[src/abk_pkg.sv]
// package of constants, types and carriers for the address break comparator
package abk_pkg;

    // widths of the watched buses and of the register port
    localparam int unsigned ABK_AW = 16;
    localparam int unsigned ABK_DW = 16;
    localparam int unsigned ABK_RW = 8;

    // register byte addresses on the register port
    localparam logic [15:0] ABK_OFF_CTRL     = 16'hF096;
    localparam logic [15:0] ABK_OFF_STAT     = 16'hF097;
    localparam logic [15:0] ABK_OFF_ADDR_H   = 16'hF098;
    localparam logic [15:0] ABK_OFF_ADDR_L   = 16'hF099;
    localparam logic [15:0] ABK_OFF_DATA_H   = 16'hF09A;
    localparam logic [15:0] ABK_OFF_DATA_L   = 16'hF09B;
    localparam logic [15:0] ABK_OFF_EVT_STAT = 16'hF09C;
    localparam logic [15:0] ABK_OFF_EVT_CLR  = 16'hF09D;
    localparam logic [15:0] ABK_OFF_EVT_EN   = 16'hF09E;

    // field positions in the control register
    localparam int unsigned ABK_CTRL_RTE_BIT  = 7;
    localparam int unsigned ABK_CTRL_CSEL_LSB = 5;
    localparam int unsigned ABK_CTRL_ACMP_LSB = 2;
    localparam int unsigned ABK_CTRL_DCMP_LSB = 0;

    // field positions in the status register and the event registers
    localparam int unsigned ABK_STAT_FLAG_BIT = 7;
    localparam int unsigned ABK_STAT_IE_BIT   = 6;
    localparam int unsigned ABK_EVT_MATCH_BIT = 0;

    // reset values and fixed read values
    localparam logic [7:0]  ABK_CTRL_RST  = 8'h00;
    localparam logic [5:0]  ABK_STAT_RSV  = 6'h3F;
    localparam logic [15:0] ABK_ADDR_RST  = 16'hFFFF;
    localparam logic [7:0]  ABK_EVT_RST   = 8'h00;
    localparam logic [7:0]  ABK_RD_UNMAP  = 8'h00;

    // cycle condition select codes
    typedef enum logic [1:0] {
        ABK_CYC_FETCH = 2'h0,
        ABK_CYC_READ  = 2'h1,
        ABK_CYC_WRITE = 2'h2,
        ABK_CYC_RW    = 2'h3
    } abk_cyc_e;

    // address compare select codes, top bit set is prohibited
    typedef enum logic [2:0] {
        ABK_ACMP_16 = 3'h0,
        ABK_ACMP_12 = 3'h1,
        ABK_ACMP_8  = 3'h2,
        ABK_ACMP_4  = 3'h3
    } abk_acmp_e;

    // data compare select codes
    typedef enum logic [1:0] {
        ABK_DCMP_NONE = 2'h0,
        ABK_DCMP_LOW  = 2'h1,
        ABK_DCMP_HIGH = 2'h2,
        ABK_DCMP_WORD = 2'h3
    } abk_dcmp_e;

    // kind of cycle seen on the cpu bus
    typedef enum logic [1:0] {
        ABK_KIND_FETCH = 2'h0,
        ABK_KIND_READ  = 2'h1,
        ABK_KIND_WRITE = 2'h2
    } abk_kind_e;

    // break condition as held in the control register
    typedef struct packed {
        abk_cyc_e  cyc;
        abk_acmp_e acmp;
        abk_dcmp_e dcmp;
    } abk_cond_s;

    // one observed cpu bus cycle
    typedef struct packed {
        logic              valid;
        abk_kind_e         kind;
        logic              word;
        logic              io8;
        logic [ABK_AW-1:0] addr;
        logic [ABK_DW-1:0] data;
    } abk_bus_s;

endpackage : abk_pkg

[src/abk_top.sv]
// address break comparator: registers, break flag, interrupts
// Functional notes
// RULE1: high data vs upper lane, low vs lower
// RULE2: byte accesses compare only through high byte; code in word data mode also compares the low byte against brk_data_lo
// RULE3: word accesses pick lane by address
// RULE4: data registers have no reset value
// RULE5: break request while flag and enable set
// RULE6: flag set when all conditions match
// RULE7: cpu services break after current instruction
// RULE8: break request ignores cpu interrupt mask
// RULE9: data registers survive non power-on reset
// RULE10: reset restores control, status, address registers
// RULE11: cycle field selects fetch, read, write, both
// RULE12: address field compares 16/12/8/4 bits, 1xx prohibited
// RULE13: data field selects none, low, high, word
// RULE14: flag clears on write 0 after read 1
// RULE15: word access: even upper lane, odd lower
`timescale 1ns/1ps
`default_nettype none
module abk_top
    import abk_pkg::*;
(
    input  wire logic              clk,
    input  wire logic              rstn,
    input  wire logic              clk_en,
    input  wire abk_bus_s          bus,
    input  wire logic [15:0]       reg_addr,
    input  wire logic [ABK_RW-1:0] reg_wdata,
    input  wire logic              reg_we,
    input  wire logic              reg_re,
    output logic [ABK_RW-1:0]      reg_rdata,
    output logic                   break_req,
    output logic                   irq
);

    logic              rst_meta;     // reset release, first stage
    logic              rst_n;        // reset release, second stage
    logic [7:0]        ctrl;         // control register
    logic              flag;         // break flag
    logic              ie;           // break request enable
    logic              flag_armed;   // flag seen as one by software
    logic [ABK_AW-1:0] brk_addr;     // break address word
    logic [7:0]        brk_data_hi;  // break data high byte
    logic [7:0]        brk_data_lo;  // break data low byte
    logic [7:0]        evt_stat;     // sticky event status
    logic [7:0]        evt_en;       // event enable
    abk_cond_s         cond;         // decoded break condition
    logic              hit;          // current bus cycle matches
    logic              match_hit;    // match taken this cycle
    logic              wr_ctrl;      // write strobes per register
    logic              wr_stat;
    logic              wr_addr_h;
    logic              wr_addr_l;
    logic              wr_data_h;
    logic              wr_data_l;
    logic              wr_evt_clr;
    logic              wr_evt_en;
    logic              rd_stat;      // status read strobe
    logic              clr_flag;     // legal software clear of flag
    logic              next_flag;    // flag after this edge
    logic              next_ie;      // enable after this edge
    logic [7:0]        next_evt;     // event status after this edge
    logic [7:0]        next_evt_en;  // event enable after this edge
    logic [7:0]        evt_set;      // event set mask

    // reset release through two flops
    always_ff @(posedge clk or negedge rstn) begin
        if (!rstn) begin
            rst_meta <= 1'b0;
            rst_n    <= 1'b0;
        end else begin
            rst_meta <= 1'b1;
            rst_n    <= rst_meta;
        end
    end

    // register write and read decode
    assign wr_ctrl    = clk_en && reg_we && (reg_addr == ABK_OFF_CTRL);
    assign wr_stat    = clk_en && reg_we && (reg_addr == ABK_OFF_STAT);
    assign wr_addr_h  = clk_en && reg_we && (reg_addr == ABK_OFF_ADDR_H);
    assign wr_addr_l  = clk_en && reg_we && (reg_addr == ABK_OFF_ADDR_L);
    assign wr_data_h  = clk_en && reg_we && (reg_addr == ABK_OFF_DATA_H);
    assign wr_data_l  = clk_en && reg_we && (reg_addr == ABK_OFF_DATA_L);
    assign wr_evt_clr = clk_en && reg_we && (reg_addr == ABK_OFF_EVT_CLR);
    assign wr_evt_en  = clk_en && reg_we && (reg_addr == ABK_OFF_EVT_EN);
    assign rd_stat    = clk_en && reg_re && (reg_addr == ABK_OFF_STAT);

    // condition fields out of the control register
    assign cond = '{cyc:  abk_cyc_e'(ctrl[ABK_CTRL_CSEL_LSB +: 2]),   // RULE11
                    acmp: abk_acmp_e'(ctrl[ABK_CTRL_ACMP_LSB +: 3]),  // RULE12
                    dcmp: abk_dcmp_e'(ctrl[ABK_CTRL_DCMP_LSB +: 2])}; // RULE13

    // comparator on the watched bus
    abk_match u_match (
        .cond        (cond),
        .bus         (bus),
        .brk_addr    (brk_addr),
        .brk_data_hi (brk_data_hi),
        .brk_data_lo (brk_data_lo),
        .hit         (hit)
    );

    assign match_hit = clk_en && hit; // RULE6

    // control register, cleared by reset
    always_ff @(posedge clk or negedge rst_n) begin
        if (!rst_n) begin
            ctrl <= ABK_CTRL_RST; // RULE10
        end else if (wr_ctrl) begin
            ctrl <= reg_wdata;
        end
    end

    // break address, reset to all ones
    always_ff @(posedge clk or negedge rst_n) begin
        if (!rst_n) begin
            brk_addr <= ABK_ADDR_RST; // RULE10
        end else begin
            if (wr_addr_h) begin
                brk_addr[15:8] <= reg_wdata;
            end
            if (wr_addr_l) begin
                brk_addr[7:0] <= reg_wdata;
            end
        end
    end

    // break data, untouched by reset, content unknown until written
    always_ff @(posedge clk) begin
        if (wr_data_h) begin
            brk_data_hi <= reg_wdata; // RULE4 RULE9
        end
        if (wr_data_l) begin
            brk_data_lo <= reg_wdata; // RULE4 RULE9
        end
    end

    // flag clear needs a prior read of one; a match wins over a clear
    assign clr_flag  = wr_stat && !reg_wdata[ABK_STAT_FLAG_BIT] && flag_armed; // RULE14
    assign next_flag = match_hit ? 1'b1 : (clr_flag ? 1'b0 : flag);          // RULE6 RULE14
    assign next_ie   = wr_stat ? reg_wdata[ABK_STAT_IE_BIT] : ie;

    // break flag and enable
    always_ff @(posedge clk or negedge rst_n) begin
        if (!rst_n) begin
            flag <= 1'b0; // RULE10
            ie   <= 1'b0;
        end else if (clk_en) begin
            flag <= next_flag;
            ie   <= next_ie;
        end
    end

    // arm tracking: set by a read of one, spent by any status write
    always_ff @(posedge clk or negedge rst_n) begin
        if (!rst_n) begin
            flag_armed <= 1'b0;
        end else if (clk_en) begin
            if (wr_stat || !next_flag) begin
                flag_armed <= 1'b0; // RULE14
            end else if (rd_stat && flag) begin
                flag_armed <= 1'b1; // RULE14
            end
        end
    end

    // dedicated break request line, no mask besides its own enable
    always_ff @(posedge clk or negedge rst_n) begin
        if (!rst_n) begin
            break_req <= 1'b0;
        end else if (clk_en) begin
            break_req <= next_flag && next_ie; // RULE5 RULE8
        end
    end

    // sticky event status; set wins over the write-one clear
    assign evt_set     = {7'h00, match_hit} << ABK_EVT_MATCH_BIT;
    assign next_evt    = (evt_stat & ~(wr_evt_clr ? reg_wdata : 8'h00)) | evt_set;
    assign next_evt_en = wr_evt_en ? reg_wdata : evt_en;

    // event status and enable registers
    always_ff @(posedge clk or negedge rst_n) begin
        if (!rst_n) begin
            evt_stat <= ABK_EVT_RST;
            evt_en   <= ABK_EVT_RST;
        end else if (clk_en) begin
            evt_stat <= next_evt;
            evt_en   <= next_evt_en;
        end
    end

    // level interrupt from enabled events
    always_ff @(posedge clk or negedge rst_n) begin
        if (!rst_n) begin
            irq <= 1'b0;
        end else if (clk_en) begin
            irq <= |(next_evt & next_evt_en);
        end
    end

    // read data, valid the cycle after the strobe only
    always_ff @(posedge clk or negedge rst_n) begin
        if (!rst_n) begin
            reg_rdata <= ABK_RD_UNMAP;
        end else if (clk_en) begin
            reg_rdata <= ABK_RD_UNMAP;
            if (reg_re) begin
                unique case (reg_addr)
                    ABK_OFF_CTRL:     reg_rdata <= ctrl;
                    ABK_OFF_STAT:     reg_rdata <= {flag, ie, ABK_STAT_RSV};
                    ABK_OFF_ADDR_H:   reg_rdata <= brk_addr[15:8];
                    ABK_OFF_ADDR_L:   reg_rdata <= brk_addr[7:0];
                    ABK_OFF_DATA_H:   reg_rdata <= brk_data_hi;
                    ABK_OFF_DATA_L:   reg_rdata <= brk_data_lo;
                    ABK_OFF_EVT_STAT: reg_rdata <= evt_stat;
                    default:          reg_rdata <= ABK_RD_UNMAP; // write-only and unmapped
                endcase
            end
        end
    end
endmodule : abk_top
`default_nettype wire

[src/abk_match.sv]
// combinational match of one cpu bus cycle against the break condition
`timescale 1ns/1ps
`default_nettype none
module abk_match
    import abk_pkg::*;
(
    input  wire abk_cond_s         cond,
    input  wire abk_bus_s          bus,
    input  wire logic [ABK_AW-1:0] brk_addr,
    input  wire logic [7:0]        brk_data_hi,
    input  wire logic [7:0]        brk_data_lo,
    output logic                   hit
);

    logic [ABK_AW-1:0] amask;     // address bits that take part
    logic              acmp_ok;   // legal address compare code
    logic              cyc_ok;    // cycle kind fits condition
    logic              lane_up;   // compared byte on upper lane
    logic              data_ok;   // data condition met

    // address mask from compare select
    always_comb begin
        amask   = 16'hFFFF;
        acmp_ok = 1'b1;
        unique case (cond.acmp)
            ABK_ACMP_16: amask = 16'hFFFF;
            ABK_ACMP_12: amask = 16'hFFF0;
            ABK_ACMP_8:  amask = 16'hFF00;
            ABK_ACMP_4:  amask = 16'hF000;
            default:     acmp_ok = 1'b0; // RULE12
        endcase
    end

    // cycle kind check
    always_comb begin
        cyc_ok = 1'b0;
        unique case (cond.cyc) // RULE11
            ABK_CYC_FETCH: cyc_ok = (bus.kind == ABK_KIND_FETCH);
            ABK_CYC_READ:  cyc_ok = (bus.kind == ABK_KIND_READ);
            ABK_CYC_WRITE: cyc_ok = (bus.kind == ABK_KIND_WRITE);
            ABK_CYC_RW:    cyc_ok = (bus.kind == ABK_KIND_READ) || (bus.kind == ABK_KIND_WRITE);
        endcase
    end

    // byte accesses and 8-bit io use upper lane; word odd uses lower
    assign lane_up = !bus.word || bus.io8 || !bus.addr[0]; // RULE2 RULE3 RULE15

    // data check, skipped for instruction fetch
    always_comb begin
        data_ok = 1'b1;
        if (cond.cyc != ABK_CYC_FETCH) begin
            unique case (cond.dcmp)
                ABK_DCMP_NONE: data_ok = 1'b1;
                ABK_DCMP_LOW:  data_ok = !lane_up && (bus.data[7:0] == brk_data_lo); // RULE1
                ABK_DCMP_HIGH: data_ok = lane_up && (bus.data[15:8] == brk_data_hi); // RULE1
                ABK_DCMP_WORD: data_ok = (bus.data == {brk_data_hi, brk_data_lo});   // RULE1
            endcase
        end
    end

    // all conditions together
    assign hit = bus.valid && acmp_ok && cyc_ok && data_ok
                 && ((bus.addr & amask) == (brk_addr & amask)); // RULE6

endmodule : abk_match
`default_nettype wire

[config.mk]
export PLATFORM = sky130hd
export DESIGN_NAME = abk_top
export DESIGN_NICKNAME = d
export VERILOG_FILES = /design/src/abk_pkg.sv /design/src/abk_top.sv /design/src/abk_match.sv
export SDC_FILE = /design/constraint.sdc
export NUM_CORES = 1
export LEC_CHECK = 0
export ABC_AREA = 1
export BUFFER_PORTS_ARGS = -buffer_cell sky130_fd_sc_hd__buf_2
export CAP_MARGIN = 5
export CELL_PAD_IN_SITES_DETAIL_PLACEMENT = 0
export CELL_PAD_IN_SITES_GLOBAL_PLACEMENT = 1
export CORE_MARGIN = 4
export CORE_UTILIZATION = 29
export DETAILED_ROUTE_END_ITERATION = 10
export GPL_TIMING_DRIVEN = 0
export PLACE_DENSITY = 0.66
export RECOVER_POWER = 50
export SYNTH_ARGS = -nofsm -noshare
export SYNTH_HDL_FRONTEND = slang
export SYNTH_HIERARCHICAL = 1
export SYNTH_SLANG_ARGS = --single-unit
[constraint.sdc]
create_clock -name clk -period 1.55 [get_ports clk]
set_input_delay 0.2325 -clock clk [delete_from_list [all_inputs] [get_ports clk]]
set_output_delay 0.2325 -clock clk [all_outputs]
set_load 0.05 [all_outputs]
==> summary.md <==
| Metric | Value |
|---|---|
| CP Launch Type | register |
| Cell taking the most area after synthesis | dfrtp_1 |
| Final setup viols | 4 |
| Pwr per Cell Area | 835 nW/µm² |
| First-pass DRT Iterations | 4 |
| WHS Path Cells | 1 |
| Static leakage | 2.64 nW |
| RSZ-0062 raised after global routing | yes |
| CTS tree | yes |
| Tot GR Track Use | 0.154 |
| Layout cells sized above 1 | 0.267 |
| # diodes | 0 |
| Switch Pwr | 0.00100 W |
| CTS Buf Count | 9 |
| Crit Path Max Fanout | 2 |
| Syn avg cell area | 7.60 µm² |
| Met2 usage | 0.252 |
| WL/cell | 14.3 µm |
| Worst EP arrival | 2.03 ns |
| H-tree levels | 3 |
| Maximum Capacitance Violations | 0 |
| CTS Sinks | 71 |
| Gate Count Post-Synth | 538 |
| Final Wtd Congestion | 0.839 |
| Die area | 16100 µm² |
| WL final | between 10000 and 15000 µm |
| Synth Flop Type | dfrtp_1 |
| Post-layout util | 0.385 |
| Maximum resistive drop on vdd | 420 µV |
| Fmax | 566 MHz |
| Final HPWL DP | 9260 µm |
| Vias in the first global route | 3701 |
| Area delta synth->final | 30.2% |
| Internal power | about 0.0034 W |
| Post-synth top area share | 0.239 |
| Chip width | 127 µm |
| Mapped Area | 4090 µm² |
| Clock skew | 0.00667 ns |
| Post-Synth Simple-Gate Area | 0.319 |
| # rows | 43 |
| Most common cell after layout, fill and taps aside | nand2_1 |
| FFs w/ async S/R, synth | 0.775 |
| Post-route clock period utilization | 1.14 |
| Violated checks | negative setup slack |
| Final Max Tran Viols | 0 |
| Root buffer cell | clkbuf_16 |
| Clock Latency Late Sink | 0.34 ns |
| Vias/cell | about 4.4 |
| First-pass GRT wire length | 19300 µm |
| Crit. Startpoint | brk_addr[14] |
| # DRC | 0 |
| Die height | 127 µm |
| Switching part of the total | 0.226 |
| Mux cell area share after synthesis | 0 |
| R2r setup slk | -0.22 ns |
| Comb pwr share | 0.069 |
| Clock Tree Buf Depth | 2 |
| Synth Net Count | 607 |
| Initial antenna violation count | 0 |
| Via count | between 3000 and 4000 |
| Fin nets | 719 |
| Distinct cells, synth | 39 |
| Core area | roughly 14000 µm² |
| Fill cell count | 1452 |
| Critical Path RT | between 1.5 and 2 ns |
| Clock share of power | 0.496 |
| HP Class | primary input to register |
| Most frequent cells in the layout | nand2_1 (147), inv_1 (81), buf_2 (68) |
| FF+latch count, synth | between 70 and 80 |
| Outcome | finished with violations |
| Reg2reg start | brk_addr[14] |
| I/O pin count | 76 |
| R2R cell count | 16 |
| Xor and xnor area share after synthesis | 0.0450 |
| Grt peak-use layer | met2 |
| Critical path type | register to register |
| Final worst slack | -0.217 ns |
| Met3 Use GR | 0.0316 |
| Fin crit period | 1.77 ns |
| Compound-Gate Fraction of Synth Area | 0.0701 |
| Buffers on Ports | 74 |
| Hold Fails Final Rpt | 0 |
| Largest net degree at the start of global routing | 54 |
| Iter 0 DRT Violations | approximately 160 |
| Initial Util | 0.296 |
| Critical path endpoint | irq |
| Clock transition at path regs | 0.06 ns |
| Largest family of logic cells by synthesized area | simple AND/OR/NAND/NOR gates |
| Detail Route Antenna Nets | 0 |
| Flop pwr share | 0.435 |
| Crit Reg-Reg Endpoint | irq |
| Met1 usage | 0.205 |
| Synth Area in Adders | 0.00919 |
| Synth warn | 6 |
| EDFF count, synth | 16 |
| Grt ovf | 0 |
| Seq/Total Area, Yosys | 0.459 |
| Ranking of synthesized cells by area | dfrtp_1 (24%), nand2_1 (14%), edfxtp_1 (12%) |
| Setup TNS | -0.708 ns |
| Setup crit end kind | register |
-- power by group through the flow --
stage	clock [W]	combinational (W)	sequential, W
CTS	0.00225	0.000281	0.00195
detailed placement	0	0.000272	0.00199
floorplan	0	0.000121	0.00198
global placement	0	0.000269	0.00198
finish	0.00220	0.000305	0.00193
global route	0.00234	0.000344	0.00193
-- how the worst min path moves through the flow --
stage                  from             end
2_1_floorplan          rstn        rst_meta
3_3_place_gp           rstn        rst_meta
3_5_place_dp           rstn        rst_meta
4_1_cts        reg_wdata[6]  brk_data_lo[6]
5_1_grt        reg_wdata[0]  brk_data_lo[0]
6_report       reg_wdata[0]  brk_data_lo[0]
-- sequential cells by signal, indices dropped and copies added, names as in the netlist --
name         flops
ie               1
ctrl             8
break_req        1
brk_data_hi      8
flag             1
rst_n            1
irq              1
brk_data_lo      8
reg_rdata        8
rst_meta         1
evt_en           8
evt_stat         8
brk_addr        16
flag_armed       1
-- cells in the mapped netlist (3+ instances only) --
cell type,n
nand4_1,10
xnor2_1,15
nor3_1,3
ha_1,3
dfstp_2,16
nand2_1,153
edfxtp_1,16
nor2_1,53
o21ai_0,37
nand2_2,7
clkbuf_1,5
inv_2,3
o21bai_1,3
o21ai_1,4
dfrtp_1,39
o21ai_2,3
inv_1,83
buf_2,3
nand3_1,50
xor2_1,6
-- layout make-up --
class / instances / area [µm²] / area share
Multi-Input combinational cell: 368 / 1920 / 0.361
Sequential cell: 71 / 1880 / 0.353
Timing Repair Buffer: 101 / 577 / 0.108
Inverter: 87 / 328 / 0.0616
Clock buffer: 10 / 229 / 0.0430
Tap cell: 180 / 225 / 0.0423
Clock inverter: 6 / 85.1 / 0.0160
Buffer: 12 / 76.3 / 0.0143
-- timing repair --
item | CTS | global route
gates resized for setup | 8 | 26
cloned | 0 | 0
endpoints found under the hold margin | 2 | 0
setup endpoints to repair | 20 | 52
pin swaps | 13 | 14
hold buffers | 1 | 0
setup buffers | 12 | 13
-- layer usage --
metal / wire length (µm) / up-vias
li1: - / 1925
met1: 5440 / 1684
met2: 5710 / 83
met3: 607 / 12
met4: 167 / 0
met5: 0 / -
-- kinds of logic (layout without fill, tap and decap cells) --
logic type	count (synthesis)	in the layout
xor+xnor	21	21
fa+ha+maj	3	3
simple gates	292	292
other cells	1	1
flops	71	71
compound gates	51	51
buf+inv	99	216
-- metrics by stage --
stage | power [W] | hold WS, ns | worst slack (ns) | cell area (µm²) | instances
after floorplan | 0.00210 | -0.0631 | 0.00860 | 4110 | 538
after global placement | 0.00225 | 0.0177 | -0.488 | 4700 | 792
after detailed placement | 0.00226 | 0.0188 | -0.483 | 4700 | 792
after CTS | 0.00448 | 0.101 | -0.258 | 5160 | 821
after global routing | 0.00462 | 0.110 | -0.413 | 5320 | 835
final | 0.00444 | 0.112 | -0.217 | 5320 | 835
-- worst max-delay path, stage by stage, from the launching register on --
cell and delay (ns):
dfstp_2 0.54, inv_2 0.03, nand2_2 0.04, nand2_1 0.04
inv_1 0.05, nand2_1 0.05, nor2_2 0.08, nand3_1 0.08
nor2_1 0.09, nand2_1 0.09, a21oi_4 0.17, nand2_2 0.09
nand2_2 0.07, nand2_1 0.05, nand3_1 0.09, nor2_2 0.04
nor2_1 0.09
(Power assumes the default switching activity.)
